$ cat config.mk
export PLATFORM = sky130hd
export DESIGN_NAME = gds_spi_port
export DESIGN_NICKNAME = d
export VERILOG_FILES = /design/src/hw/gds_pkg.sv /design/src/hw/gds_in_filter.sv /design/src/hw/gds_spi_port.sv
export VERILOG_INCLUDE_DIRS = /design/src /design/src/hw
export SDC_FILE = /design/constraint.sdc
export NUM_CORES = 1
export LEC_CHECK = 0
export ABC_AREA = 1
export BUFFER_PORTS_ARGS = -buffer_cell sky130_fd_sc_hd__buf_2
export CORE_MARGIN = 4
export CORE_UTILIZATION = 40
export CTS_CLUSTER_SIZE = 24
export DETAILED_ROUTE_END_ITERATION = 16
export GPL_TIMING_DRIVEN = 0
export MAX_ROUTING_LAYER = met4
export REMOVE_ABC_BUFFERS = 1
export SLEW_MARGIN = 20
export SYNTH_ARGS = -nofsm -noshare
export SYNTH_HDL_FRONTEND = slang
export SYNTH_SLANG_ARGS = --single-unit
export TNS_END_PERCENT = 50
$ cat constraint.sdc
create_clock -name i_clk_sys -period 4.75 [get_ports i_clk_sys]
set_input_delay 0 -clock i_clk_sys [delete_from_list [all_inputs] [get_ports i_clk_sys]]
set_output_delay 0 -clock i_clk_sys [all_outputs]
set_load 0.02 [all_outputs]
$ cat src/hw/gds_consts.svh
`ifndef GDS_CONSTS_SVH
`define GDS_CONSTS_SVH

// System clock and input filtering
`define GDS_CLK_PERIOD_NS 100
`define GDS_FILT_NS 20
// A pulse shorter than the filter time hits at most one sample; demand one more
`define GDS_FILT_CYC (((`GDS_FILT_NS + `GDS_CLK_PERIOD_NS - 1) / `GDS_CLK_PERIOD_NS) + 1)

// Frame layout
`define GDS_FRAME_BITS 40
`define GDS_ADDR_BITS 8
`define GDS_WRITE_BIT 39

// Register addresses (7-bit, write adds 8'h80)
`define GDS_ADDR_GSTAT 7'h00
`define GDS_ADDR_GCFG 7'h01

// Reset values and implemented-bit masks
`define GDS_GCFG_RST 32'h0000_0002
`define GDS_GCFG_MASK 32'h0000_00F7
`define GDS_GSTAT_RST 32'h0000_0001
`define GDS_GSTAT_MASK 32'h0000_0003
`define GDS_GSTAT_RESET_BIT 0
`define GDS_GSTAT_OC_BIT 1

// Filtered input lanes
`define GDS_IN_SCK 0
`define GDS_IN_SDI 1
`define GDS_IN_CSN 2
`define GDS_IN_BEN 3
`define GDS_IN_HS 4
`define GDS_IN_LS 7
`define GDS_IN_W 10
`define GDS_IN_RST 10'h00D

`endif

$ cat src/hw/gds_pkg.sv
`default_nettype none
package gds_pkg;

  typedef struct packed {
    logic sck;
    logic sdi;
    logic csn_n;
  } gds_spi_pins_t;

  typedef struct packed {
    logic [23:0] unused_hi;
    logic        test_mode;
    logic        amplifier_off;
    logic [1:0]  amplification;
    logic        unused_3;
    logic        fault_direct;
    logic        single_line;
    logic        driver_disable;
  } gds_glob_cfg_t;

  typedef struct packed {
    logic [2:0] hs;
    logic [2:0] ls;
  } gds_gates_t;

  typedef enum logic {
    GDS_ST_IDLE,
    GDS_ST_FRAME
  } gds_state_t;

endpackage
`default_nettype wire

$ cat src/hw/gds_in_filter.sv
`timescale 1ns/1ps
`default_nettype none
`include "gds_consts.svh"

module gds_in_filter #(
  parameter int          W       = 1,
  parameter logic [W-1:0] RST_VAL = '0
) (
  input  wire logic         i_clk_sys,
  input  wire logic         i_srst,
  input  wire logic [W-1:0] i_raw,
  output logic      [W-1:0] o_filt
);
  localparam logic [1:0] LAST = 2'(`GDS_FILT_CYC - 1);

  logic [W-1:0] s1_r;
  logic [W-1:0] s2_r;
  logic [W-1:0] out_r;
  logic [W-1:0] out_nxt;

  always_ff @(posedge i_clk_sys) begin
    if (i_srst) begin
      s1_r  <= RST_VAL;
      s2_r  <= RST_VAL;
      out_r <= RST_VAL;
    end else begin
      s1_r  <= i_raw;
      s2_r  <= s1_r;
      out_r <= out_nxt;
    end
  end

  genvar gi;
  generate
    for (gi = 0; gi < W; gi++) begin : g_lane
      logic [1:0] cnt_r;
      logic [1:0] cnt_nxt;
      logic       bit_nxt;

      // Output moves only after the new level held for the whole filter time
      always_comb begin
        cnt_nxt = 2'h0;
        bit_nxt = out_r[gi];
        if (s2_r[gi] != out_r[gi]) begin
          if (cnt_r == LAST) begin
            bit_nxt = s2_r[gi];
          end else begin
            cnt_nxt = cnt_r + 2'h1;
          end
        end
      end

      always_ff @(posedge i_clk_sys) begin
        if (i_srst) begin
          cnt_r <= 2'h0;
        end else begin
          cnt_r <= cnt_nxt;
        end
      end

      assign out_nxt[gi] = bit_nxt;
    end
  endgenerate

  assign o_filt = out_r;

endmodule // gds_in_filter
`default_nettype wire

$ cat src/hw/gds_spi_port.sv
// Functional notes
// - Serial inputs and bridge enable ignore pulses shorter than about 20 ns.
// - Mode 3: clock idles high, sample on rise, change output after fall.
// - Power-up clears registers to zero except documented nonzero defaults.
// - Fields are read only, write only, read-write or write-one-to-clear.
// - Configuration bit 0 set disables the bridge driver.
// - Bit 1 resets to one: high input is phase control, low is enable.
// - Bit 1 zero: separate high and low gate commands per phase.
// - Frame is 40 bits MSB first: address byte then 32 data bits.
// - Address byte MSB zero reads, one writes.
// - Received frame is committed only when chip select returns high.
// - Bit 2 zero: fault shows continuous shutdown; one: pulses per overcurrent.
`timescale 1ns/1ps
`default_nettype none
`include "gds_consts.svh"

module gds_spi_port (
  input  wire logic                  i_clk_sys,
  input  wire logic                  i_srst,
  input  wire gds_pkg::gds_spi_pins_t i_spi,
  input  wire logic                  i_bridge_enable_input_low,
  input  wire gds_pkg::gds_gates_t   i_gate_in,
  input  wire logic                  i_bridge_shutdown,
  input  wire logic                  i_oc_action,
  output logic                       o_sdo,
  output logic                       o_sdo_oe,
  output gds_pkg::gds_gates_t        o_gate,
  output logic                       o_fault,
  output gds_pkg::gds_glob_cfg_t     o_global_configuration
);
  import gds_pkg::*;

  localparam logic [5:0] FRAME_LAST = 6'(`GDS_FRAME_BITS - 1);
  localparam logic [5:0] ADDR_LAST  = 6'(`GDS_ADDR_BITS - 1);
  localparam logic [5:0] FRAME_LEN  = 6'(`GDS_FRAME_BITS);

  function automatic logic [31:0] read_reg(input logic [6:0] addr,
                                           input logic [31:0] gcfg,
                                           input logic [31:0] gstat);
    if (addr == `GDS_ADDR_GCFG) begin
      read_reg = gcfg & `GDS_GCFG_MASK;
    end else if (addr == `GDS_ADDR_GSTAT) begin
      read_reg = gstat & `GDS_GSTAT_MASK;
    end else begin
      read_reg = 32'h0000_0000;
    end
  endfunction

  // Input conditioning
  logic [`GDS_IN_W-1:0] raw;
  logic [`GDS_IN_W-1:0] filt;

  assign raw = {i_gate_in.ls, i_gate_in.hs, i_bridge_enable_input_low,
                i_spi.csn_n, i_spi.sdi, i_spi.sck};

  gds_in_filter #(
    .W       (`GDS_IN_W),
    .RST_VAL (`GDS_IN_RST)
  ) u_filt (
    .i_clk_sys (i_clk_sys),
    .i_srst    (i_srst),
    .i_raw     (raw),
    .o_filt    (filt)
  );

  logic       f_sck;
  logic       f_sdi;
  logic       f_csn;
  logic       f_ben_n;
  logic [2:0] f_hs;
  logic [2:0] f_ls;

  assign f_sck = filt[`GDS_IN_SCK];
  assign f_sdi = filt[`GDS_IN_SDI];
  assign f_csn = filt[`GDS_IN_CSN];
  assign f_ben_n = filt[`GDS_IN_BEN];
  assign f_hs  = filt[`GDS_IN_HS +: 3];
  assign f_ls  = filt[`GDS_IN_LS +: 3];

  // Serial engine state
  gds_state_t  state_r;
  gds_state_t  state_nxt;
  logic        sck_d_r;
  logic        csn_d_r;
  logic [39:0] shift_r;
  logic [39:0] shift_nxt;
  logic [5:0]  cnt_r;
  logic [5:0]  cnt_nxt;
  logic [5:0]  out_sel_r;
  logic [5:0]  out_sel_nxt;
  logic [31:0] rd_r;
  logic [31:0] rd_nxt;
  logic [7:0]  last_addr_r;
  logic [7:0]  last_addr_nxt;
  logic        sdo_r;
  logic        sdo_nxt;
  logic [39:0] out_word;
  logic        commit;
  logic        sck_rise;
  logic        sck_fall;
  logic        cs_start;
  logic        cs_end;

  // Register file state
  gds_glob_cfg_t gcfg_r;
  gds_glob_cfg_t gcfg_nxt;
  logic [31:0]   gstat_r;
  logic [31:0]   gstat_nxt;

  assign sck_rise = f_sck & ~sck_d_r;
  assign sck_fall = ~f_sck & sck_d_r;
  assign cs_start = csn_d_r & ~f_csn;
  assign cs_end   = ~csn_d_r & f_csn;

  always_comb begin
    state_nxt     = state_r;
    shift_nxt     = shift_r;
    cnt_nxt       = cnt_r;
    out_sel_nxt   = out_sel_r;
    rd_nxt        = rd_r;
    last_addr_nxt = last_addr_r;
    commit        = 1'b0;
    case (state_r)
      GDS_ST_IDLE: begin
        if (cs_start) begin
          state_nxt   = GDS_ST_FRAME;
          cnt_nxt     = 6'h00;
          out_sel_nxt = 6'h00;
          rd_nxt      = 32'h0000_0000;
        end
      end
      GDS_ST_FRAME: begin
        if (cs_end) begin
          // Short frames are dropped; longer ones keep the last 40 bits
          commit    = (cnt_r >= FRAME_LEN);
          state_nxt = GDS_ST_IDLE;
          if (commit) begin
            last_addr_nxt = shift_r[39:32];
          end
        end else if (sck_rise) begin
          shift_nxt = {shift_r[38:0], f_sdi};
          if (cnt_r != FRAME_LEN) begin
            cnt_nxt = cnt_r + 6'h01;
          end
          // Internal read happens as soon as the address byte is in
          if (cnt_r == ADDR_LAST) begin
            rd_nxt = read_reg(shift_nxt[6:0], gcfg_r, gstat_r);
          end
        end else if (sck_fall && cnt_r != 6'h00 && cnt_r <= FRAME_LAST) begin
          out_sel_nxt = cnt_r;
        end
      end
      default: begin
        state_nxt = GDS_ST_IDLE;
      end
    endcase
    // Status byte echoes the last committed frame's address byte (zero after reset), then read data
    out_word = {last_addr_r, rd_nxt};
    sdo_nxt  = 1'b0;
    if (state_nxt == GDS_ST_FRAME) begin
      sdo_nxt = out_word[FRAME_LAST - out_sel_nxt];
    end
  end

  always_ff @(posedge i_clk_sys) begin
    if (i_srst) begin
      state_r     <= GDS_ST_IDLE;
      sck_d_r     <= 1'b1;
      csn_d_r     <= 1'b1;
      shift_r     <= 40'h00_0000_0000;
      cnt_r       <= 6'h00;
      out_sel_r   <= 6'h00;
      rd_r        <= 32'h0000_0000;
      last_addr_r <= 8'h00;
      sdo_r       <= 1'b0;
    end else begin
      state_r     <= state_nxt;
      sck_d_r     <= f_sck;
      csn_d_r     <= f_csn;
      shift_r     <= shift_nxt;
      cnt_r       <= cnt_nxt;
      out_sel_r   <= out_sel_nxt;
      rd_r        <= rd_nxt;
      last_addr_r <= last_addr_nxt;
      sdo_r       <= sdo_nxt;
    end
  end

  // Register writes
  logic        wr_en;
  logic [6:0]  wr_addr;
  logic [31:0] wr_data;
  logic [31:0] gstat_set;
  logic [31:0] gstat_clr;

  assign wr_en   = commit & shift_r[`GDS_WRITE_BIT];
  assign wr_addr = shift_r[38:32];
  assign wr_data = shift_r[31:0];

  always_comb begin
    gcfg_nxt  = gcfg_r;
    gstat_set = 32'h0000_0000;
    gstat_clr = 32'h0000_0000;
    if (wr_en && wr_addr == `GDS_ADDR_GCFG) begin
      gcfg_nxt = gds_glob_cfg_t'(wr_data & `GDS_GCFG_MASK);
    end
    if (wr_en && wr_addr == `GDS_ADDR_GSTAT) begin
      gstat_clr = wr_data & `GDS_GSTAT_MASK;
    end
    gstat_set[`GDS_GSTAT_OC_BIT] = i_oc_action;
    // A new event in the clearing cycle survives the clear
    gstat_nxt = (gstat_r & ~gstat_clr) | gstat_set;
  end

  always_ff @(posedge i_clk_sys) begin
    if (i_srst) begin
      gcfg_r  <= gds_glob_cfg_t'(`GDS_GCFG_RST);
      gstat_r <= `GDS_GSTAT_RST;
    end else begin
      gcfg_r  <= gcfg_nxt;
      gstat_r <= gstat_nxt;
    end
  end

  // Bridge control path
  gds_gates_t gate_r;
  gds_gates_t gate_nxt;
  logic       fault_r;
  logic       fault_nxt;
  logic       drive_ok;

  always_comb begin
    drive_ok = ~gcfg_r.driver_disable & ~f_ben_n;
    if (gcfg_r.single_line) begin
      // Low input gates the phase, high input picks which switch conducts
      gate_nxt.hs = {3{drive_ok}} & f_ls & f_hs;
      gate_nxt.ls = {3{drive_ok}} & f_ls & ~f_hs;
    end else begin
      gate_nxt.hs = {3{drive_ok}} & f_hs;
      gate_nxt.ls = {3{drive_ok}} & f_ls;
    end
    fault_nxt = gcfg_r.fault_direct ? i_oc_action : i_bridge_shutdown;
  end

  always_ff @(posedge i_clk_sys) begin
    if (i_srst) begin
      gate_r  <= '0;
      fault_r <= 1'b0;
    end else begin
      gate_r  <= gate_nxt;
      fault_r <= fault_nxt;
    end
  end

  assign o_sdo                  = sdo_r;
  assign o_sdo_oe               = (state_r == GDS_ST_FRAME);
  assign o_gate                 = gate_r;
  assign o_fault                = fault_r;
  assign o_global_configuration = gcfg_r;

endmodule // gds_spi_port
`default_nettype wire

==> results.cfg, run 1 <==
[run_status]
status = finished clean

[clock_network]
cts_sinks = 162
root_buffer = clkbuf_16
clk_path_buf_depth = 2
clkLatencyLatePin_ps = 420
cts_tree = yes
numCtsBuffers = 17
htree_levels = 4
clk_pin_slew_ps = 60

[pwr]
power.density_mw_per_mm2 = 395
power.switching_uw = 675
clock_power_share_pct = 48.5
p_sw_share_pct = 22.5
seqPwrFrac_pct = 46.7
ir_worst_vdd_uv = 316
p_int_uw = 2320
p_leak_uw = 0.00320
combPwrFrac_pct = 4.7

[critical_path]
r2r_cells = 15
path_max_fanout = 22
path_cells = inv_1 -> ha_1 -> nand3_1 -> nand4_1 -> nand2_2 -> inv_1 -> nand2_1 -> nand3_1 -> nand2_1 -> nand2_1 -> nand2_1 -> nand3_1 -> nor2_1 -> nor2_1 -> nor2_1
critPathArrivalTime_ps = 3520
required_ps = 5090
path_class = reg -> reg
slowest_delay_ps = 610
start_kind = register
end_kind = register
critPathMostFrequentCell = nand2_1
slowest_stage = nand4_1

[grt]
antenna_found_initial = 0
grt_pass1_wl_mm = 22.6
grt_use_total_pct = 15.6
grt_pass1_vias = 4746
overflow = 0
grt_start_max_net_pins = 50

[timing]
slew_headroom_pct = 35.4
finalSetupViolCount = 0
worst_pin_slew_ps = 968
finalCriticalPeriod_ps = 3180
rsz0062_at_grt = false
maxSlewViolCount = 0
hold_violations = 0
whs_ps = 298
skew_ps = 8.75
max_freq_ghz = 0.314
fin_crit_sh_pct = 67.0
setup_tns_ps = 0
worst_slack_ps = 1570

[drt]
drtPass1Iterations = 4
num_vias = 5118
post-route-drc-count = 0
wl_per_cell_um = 11.8
ant_nets = 0
avgViaCountPerCell = 4.65
wirelength_mm = 12.9
drt-initial-drc-count = 208

[placement]
dp_hpwl_mm = 8.28
pre_cts_slack_ps = 1570
io_buffers = 29
gp_congestion = 0.798

[synth]
ys_warn_count = 0
async_flop_share_pct = 0
synth_commonest_cells = nor2_1, dfxtp_1, inv_1, nand3_1, nand2_1
yosys_most_used_dff = dfxtp_1
postSynthCellCount = 837
yosysSeqAreaShare_pct = 49.5
synth_edf_count = 0
synth_top_area_share_pct = 49.5
synth.top_cells.by_area = dfxtp_1, nor2_1, nand3_1, inv_1, o21ai_0
synth_seq_cells = 162
syn_area_mm2 = 0.00655
yosysMostFrequentCell = nor2_1
ys_types = 38
syn_avg_cell_area_um2 = 7.83
yosys.area.top_type = dfxtp_1

[final_layout]
n_antenna_cell = 0
drive_above_1_share_pct = 9.94
syn2layout_area_growth_pct = 15.7
nets = 899

[min_path]
hp-class = in -> reg
whs_path_depth = 3

[die]
core_mm2 = 0.0159
ioPinCount = 55
fp.dieH_um = 136
floorplan.initialDensity_pct = 41.1
dieArea_mm2 = 0.0185
die_x_um = 136
rows = 46

[job]
drv_cap = 0
[per-stage QoR]
stage / total power [uW] / std cells / utilization, % / area, um2
after global routing: 3120 / 1101 / 47.6 / 7580
after global placement: 1550 / 1045 / 41.9 / 6690
final: 3000 / 1101 / 47.6 / 7580
after CTS: 3030 / 1101 / 47.6 / 7580
after detailed placement: 1560 / 1047 / 42.2 / 6730
after floorplan: 1510 / 800 / - / 6270
[cells in the final DEF (no fill, tap or decap), types with 2 or more instances in the layout]
cell type,instances
clkinv_2,2
o2111ai_1,3
nand3_1,75
clkbuf_1,2
inv_1,89
nand3_4,2
inv_6,5
o211ai_1,11
dlygate4sd3_1,22
o21ai_1,3
a211oi_1,10
dfxtp_1,162
nor3_1,14
o21a_1,2
nor2_4,4
nand3_2,2
bufinv_16,4
a21oi_1,42
buf_12,2
nor2_1,176
nand4_1,5
inv_2,3
ha_1,13
conb_1,25
clkbuf_16,17
or2_2,7
nand2_1,69
buf_2,28
nand2_2,5
o22ai_1,2
o21ai_0,66
[kinds of logic after synthesis]
family          count (synthesis)  synth area share, %
buf+inv                       154                 11.0
other cells                     1               0.0572
fa+ha+maj                      13                 2.48
flops                         162                 49.5
xor+xnor                        1                0.134
compound gates                143                 12.3
simple gates                  363                 24.5
[flip-flops by register name, indices dropped and copies added (netlist names)]
| register | count |
|---|---|
| shift_r | 40 |
| u_filt.s1_r | 10 |
| cnt_r | 6 |
| rd_r | 32 |
| o_sdo_oe | 1 |
| gstat_r | 2 |
| last_addr_r | 8 |
| u_filt.s2_r | 10 |
| o_gate | 6 |
| csn_d_r | 1 |
| u_filt.g_lane.cnt_r | 20 |
| o_global_configuration | 7 |
| u_filt.o_filt | 10 |
| sck_d_r | 1 |
| o_sdo | 1 |
| o_fault | 1 |
| out_sel_r | 6 |
[power by group through the flow]
stage          clock network, uW  registers (uW)  logic (uW)
3_5_place_dp                   0            1430         127
6_report                    1460            1400         141
2_1_floorplan                  0            1430        87.1
5_1_grt                     1550            1400         163
3_3_place_gp                   0            1430         122
4_1_cts                     1490            1400         142
[cell type report]
cell class / instances / area (um2)
clock buffer: 19 / 433
inverter: 93 / 350
clock inverter: 13 / 196
tap: 216 / 270
sequential: 162 / 3240
multi-input combinational: 545 / 2680
timing repair buffer: 53 / 408
fill: 1606 / 8360
[worst max-delay path: cells and delay by family (launching register included)]
| kind | cells | cell delay (ps) |
|---|---|---|
| simple gates | 12 | 2140 |
| buf+inv | 2 | 340 |
| flops | 1 | 390 |
| fa+ha+maj | 1 | 230 |
[routing by layer]
metal	wire, um	part of all wire [%]	track usage (%)
met2	5770	45	23.4
met1	6650	51	20.5
met3	377	2.9	4.55
met5	0	0	-
met4	153	1.2	4.37
[final timing paths]
path	startpoint	to	slack, ps
worst min-delay path	i_spi[0]	u_filt.s1_r[2]	300
worst min register to register	u_filt.s1_r[5]	u_filt.s2_r[5]	400
worst max register to register	cnt_r[0]	o_sdo	1570
worst max-delay path	cnt_r[0]	o_sdo	1570
[repair_timing]
item,in CTS,in global routing
resized for setup,0,0
endpoints found under the setup margin,0,0
hold buffers,22,0
hold endpoints to repair,16,0
buffers inserted,0,0
(Power assumes the default switching activity.)
==> run 2: changes to the inputs <==
--- a/config.mk
+++ b/config.mk
@@ -6,7 +6,7 @@
 export SDC_FILE = /design/constraint.sdc
 export NUM_CORES = 1
 export LEC_CHECK = 0
-export ABC_AREA = 1
+export ABC_AREA = 0
 export BUFFER_PORTS_ARGS = -buffer_cell sky130_fd_sc_hd__buf_2
 export CORE_MARGIN = 4
 export CORE_UTILIZATION = 40
==> constraint.sdc (replaced) <==
create_clock -name i_clk_sys -period 3.11 [get_ports i_clk_sys]
set_input_delay 0 -clock i_clk_sys [delete_from_list [all_inputs] [get_ports i_clk_sys]]
set_output_delay 0 -clock i_clk_sys [all_outputs]
set_load 0.02 [all_outputs]
==> results.cfg, run 2 <==
[final_layout]
nets = 751
final_util_pct = 48.8
top_register = shift_r
top_regs = shift_r x40, rd_r x32, u_filt.g_lane.cnt_r x20
largest_reg_flops = 40
layoutNonFillerInstCount = 948
syn2layout_area_growth_pct = 18.2
drive_above_1_share_pct = 14.9
n_antenna_cell = 0
final_cell_mix = dfxtp_1, nand2_1, nor2_1
final_common_cell = dfxtp_1

[timing]
fin_crit_sh_pct = 96.4
setup_tns_ps = 0
whs_ps = 69.3
max_freq_ghz = 0.334
worst_slack_ps = 112
finalCriticalPeriod_ps = 3000
skew_ps = 7.49
worst_pin_slew_ps = 730
maxSlewViolCount = 0
finalSetupViolCount = 0
hold_violations = 0
rsz0062_at_grt = true
slew_headroom_pct = 51.3

[drt]
post-route-drc-count = 0
drtPass1Iterations = 4
drt-initial-drc-count = 261
ant_nets = 0
wl_per_cell_um = 12.1
wirelength_mm = 11.5
avgViaCountPerCell = 4.74
num_vias = 4496

[placement]
dp_hpwl_mm = 7.55
dp.cells = 895
io_buffers = 29
gp_congestion = 0.745
pre_cts_slack_ps = -344

[critical_path]
crit_buf_inv = 1
slowest_stage = or4b_4
cp_top_family = simple AND/OR/NAND/NOR gates
slowest_delay_ps = 480
reg2reg_from = cnt_r[1]
path_class = reg -> reg
path_cells = inv_2 -> ha_1 -> or4b_4 -> o21ai_4 -> or2_4 -> nor2_1 -> a31oi_2 -> ha_4 -> xor2_4 -> nand3b_1 -> or4_1 -> o221a_1 -> a31oi_2
r2r_end = o_sdo
path_max_fanout = 5
start_kind = register
end_kind = register
required_ps = 3460
critPathArrivalTime_ps = 3340
critPathMostFrequentCell = a31oi_2
r2r_cells = 13
r2r_slack_ps = 110

[die]
core_mm2 = 0.0154
floorplan.initialDensity_pct = 41.3
fp.dieH_um = 134
rows = 45
ioPinCount = 55
dieArea_mm2 = 0.0179
die_x_um = 134

[pwr]
power.density_mw_per_mm2 = 595
ir_worst_vdd_uv = 390
p_leak_uw = 0.00283

[grt]
grt_start_max_net_pins = 70
overflow = 0
grt_pass1_wl_mm = 19.6
antenna_found_initial = 0
grt_pass1_vias = 4194
grt_use_total_pct = 13.8

[synth]
postSynthCellCount = 685
yosys.area.top_type = dfxtp_1
async_flop_share_pct = 0
synth_seq_cells = 162
syn_avg_cell_area_um2 = 9.26
yosysSeqAreaShare_pct = 51.1
synth_commonest_cells = dfxtp_1, nand2_1, nor2_1, a21oi_1, mux2i_1
yosysMostFrequentCell = dfxtp_1
ys_warn_count = 0
ys_types = 59
synth.top_cells.by_area = dfxtp_1, nand2_1, mux2i_1, nor2_1, a21oi_1
synth_edf_count = 0
synth_top_area_share_pct = 51.1
syn_area_mm2 = 0.00635
yosys_most_used_dff = dfxtp_1

[clock_network]
root_buffer = clkbuf_16
clkLatencyLatePin_ps = 420
numCtsBuffers = 17
htree_levels = 4
clk_pin_slew_ps = 70
cts_tree = yes
clk_path_buf_depth = 2
cts_sinks = 162

[job]
drv_cap = 0

[run_status]
status = finished clean

[min_path]
whs_path_depth = 2
min_to = out_sel_r[0]
hp-class = in -> reg
hold_start = i_srst
[run 2: cell count changes after synthesis, moves of 8 or more]
cell,previous run,this run
or3_1,1,10
and3_1,0,8
inv_1,90,16
mux2i_1,0,37
nand3_1,75,5
o211ai_1,11,0
o21ai_0,66,5
nor2b_1,0,20
a211oi_1,10,1
nand2_1,70,105
xnor2_1,0,13
nor2_1,176,68
and2_1,0,27
[run 2: layout make-up]
class,instances,area (um2)
repair buffers,56,443
fillers,1406,7870
clock inverters,14,194
flip-flops and latches,162,3240
multi-input cells,471,2860
well taps,211,264
inverters,16,60.1
clock buffers,18,439
[run 2: cells by family (layout without fill, tap and decap cells)]
kind of cell               count (synthesis)  in the layout  share of synthesized area [%]
and+or+nand+nor                          291            291                           22.3
xor gates and xnor gates                  15             15                           2.07
DFF                                      162            162                           51.1
adders and majority gates                 13             13                           2.56
AOI/OAI and AO/OA                         85             85                           8.44
other                                      1             25                         0.0591
buffers and inverters                     76            104                           6.72
muxes                                     42             42                           6.76
[run 2: worst max path at each step]
stage	depth (start not counted)	startpoint	slack (ps)	to
2_1_floorplan	8	o_sdo_oe	110	o_sdo
3_3_place_gp	9	csn_d_r	-760	o_sdo
3_5_place_dp	11	cnt_r[1]	-340	o_sdo
4_1_cts	12	cnt_r[1]	2	o_sdo
5_1_grt	13	cnt_r[1]	-90	o_sdo
6_report	13	cnt_r[1]	110	o_sdo
[run 2: per-layer routing]
metal  GRT usage [%]  wire (um)  vias up
met5               -          0        -
met4            5.89        218        0
met3            4.13        440       21
li1                -          -     2315
met1            17.1       5540     2090
met2            20.9       5290       70
[run 2: repair_timing]
| item | in CTS | in global routing |
|---|---|---|
| gates resized for setup | 10 | 7 |
| hold endpoints to repair | 12 | 0 |
| endpoints found under the setup margin | 1 | 1 |
| hold buffers | 13 | 0 |
| buffers inserted | 2 | 6 |
| pin swaps | 2 | 4 |
[run 2: stage by stage]
stage	instance area (um2)	power, uW
3_5_place_dp	6580	2300
2_1_floorplan	6070	2250
4_1_cts	7400	4520
3_3_place_gp	6480	2290
5_1_grt	7500	4640
6_report	7500	4460
[run 2: worst reg2reg max path, cell delays in order, from the launching register on]
cell and delay, ps:
dfxtp_1 330, inv_2 100, ha_1 150, or4b_4 480, o21ai_4 170, or2_4 190, nor2_1 60, a31oi_2 230
ha_4 200, xor2_4 160, nand3b_1 120, or4_1 400, o221a_1 150, a31oi_2 180
[run 2: power breakdown]
| group | leakage (uW) | internal [uW] | switching (uW) |
|---|---|---|---|
| sequential | 0.00131 | 2100 | 18.1 |
| clock | 0.000303 | 1310 | 883 |
| combinational | 0.00122 | 55.5 | 96.8 |
| total | 0.00283 | 3470 | 997 |
==> run 3: changes to the inputs <==
==> constraint.sdc (replaced) <==
create_clock -name i_clk_sys -period 3.03 [get_ports i_clk_sys]
set_input_delay 0 -clock i_clk_sys [delete_from_list [all_inputs] [get_ports i_clk_sys]]
set_output_delay 0 -clock i_clk_sys [all_outputs]
set_load 0.02 [all_outputs]
==> results.cfg, run 3 (same netlist as run 2, synthesis figures left out) <==
[clock_network]
clkLatencyLatePin_ps = 420
clk_path_buf_depth = 2
root_buffer = clkbuf_16
cts_sinks = 162
htree_levels = 4
clk_pin_slew_ps = 70
cts_tree = yes
numCtsBuffers = 17

[drt]
drt-initial-drc-count = 256
wl_per_cell_um = 12.2
ant_nets = 0
post-route-drc-count = 0
wirelength_mm = 11.7
num_vias = 4570
avgViaCountPerCell = 4.76
drtPass1Iterations = 5

[final_layout]
syn2layout_area_growth_pct = 20.2
top_regs = shift_r x40, rd_r x32, u_filt.g_lane.cnt_r x20
fillCellCount = 1393
top_register = shift_r
drive_above_1_share_pct = 17.1
final_util_pct = 49.6
n_antenna_cell = 0
layoutNonFillerInstCount = 960
largest_reg_flops = 40
final_common_cell = dfxtp_1
multi_input_area_mm2 = 0.00289
nets = 763
ff_latch_area_mm2 = 0.00325
final_cell_mix = dfxtp_1, nand2_1, nor2_1

[timing]
rsz0062_at_grt = true
finalSetupViolCount = 0
fin_crit_sh_pct = 99.6
whs_ps = 56.0
setup_tns_ps = 0
skew_ps = 8.74
hold_violations = 0
finalCriticalPeriod_ps = 3020
maxSlewViolCount = 0
max_freq_ghz = 0.331
slew_headroom_pct = 51.6
worst_slack_ps = 12.8
worst_pin_slew_ps = 725

[placement]
dp.cells = 895
io_buffers = 29
dp_hpwl_mm = 7.55
gp_congestion = 0.745
pre_cts_slack_ps = -424

[critical_path]
path_max_fanout = 5
path_class = reg -> reg
required_ps = 3380
end_kind = register
worstSetupStartpoint = cnt_r[1]
slowest_stage = or4b_4
reg2reg_from = cnt_r[1]
start_kind = register
critPathArrivalTime_ps = 3360
path_cells = inv_2 -> ha_4 -> or4b_4 -> o21ai_4 -> or2_4 -> nor2_2 -> a31oi_2 -> ha_4 -> xor2_4 -> buf_6 -> nor3b_4 -> o211ai_2 -> o31a_1 -> o221a_1 -> a31oi_2
slowest_delay_ps = 480

[pwr]
clock_power_share_pct = 49.2
seqPwrFrac_pct = 47.4
power.density_mw_per_mm2 = 601
p_sw_share_pct = 22.4
ir_worst_vdd_uv = 401
p_int_uw = 3560
p_leak_uw = 0.00289
combPwrFrac_pct = 3.4
power.switching_uw = 1030

[job]
drv_cap = 0

[grt]
grt_pass1_vias = 4245
grt_use_total_pct = 13.9
grt_pass1_wl_mm = 19.8
overflow = 0
grt_start_max_net_pins = 70
antenna_found_initial = 0

[die]
rows = 45
floorplan.initialDensity_pct = 41.3
core_mm2 = 0.0154
dieArea_mm2 = 0.0179
die_x_um = 134
ioPinCount = 55
fp.dieH_um = 134

[min_path]
hp-class = in -> reg
hold_start = i_srst

[run_status]
status = finished clean
[run 3: critical path, delay by kind of cell, from the launching register on]
kind | cells | cell delay, ps
DFF | 1 | 330
AOI/OAI and AO/OA | 6 | 1050
buffers and inverters | 2 | 240
xor gates and xnor gates | 1 | 90
and+or+nand+nor | 4 | 900
adders and majority gates | 2 | 330
[run 3: worst paths after layout]
kind | endpoint | slack [ps] | depth (start not counted)
worst max-delay path | o_sdo | 10 | 15
worst min-delay path | cnt_r[0] | 60 | 2
worst max register to register | o_sdo | 10 | 15
worst min register to register | u_filt.s2_r[3] | 410 | 1
[run 3: metrics by stage]
| step | total power, uW | area, um2 |
|---|---|---|
| final | 4590 | 7630 |
| after global routing | 4760 | 7630 |
| after CTS | 4640 | 7460 |
| after detailed placement | 2360 | 6580 |
| after global placement | 2350 | 6480 |
| after floorplan | 2310 | 6070 |
[run 3: final cells by class]
cell class / count / share of cell area, %
Tap cell: 211 / 3.46
Timing Repair Buffer: 68 / 7.04
Inverter: 16 / 0.787
Sequential cell: 162 / 42.6
Clock buffer: 18 / 5.76
Clock inverter: 14 / 2.54
Multi-Input combinational cell: 471 / 37.8
[run 3: power by group through the flow]
stage	Combinational (uW)	Sequential (uW)	Clock (uW)
final	157	2170	2250
after global placement	132	2220	0
after global routing	176	2180	2410
after floorplan	85.7	2220	0
after CTS	156	2170	2310
after detailed placement	143	2220	0
[run 3: metal layers]
metal / track usage [%] / up-vias / wire length, um
li1: - / 2332 / -
met4: 6.06 / 0 / 231
met1: 17.1 / 2140 / 5550
met2: 21.2 / 75 / 5480
met5: - / - / 0
met3: 4.16 / 23 / 449
[run 3: what timing repair did]
| action | CTS | global route |
|---|---|---|
| pin swaps | 2 | 6 |
| setup buffers | 9 | 11 |
| setup endpoints to repair | 1 | 1 |
| hold endpoints to repair | 12 | 0 |
| hold buffers | 13 | 0 |
| gates resized for setup | 14 | 12 |
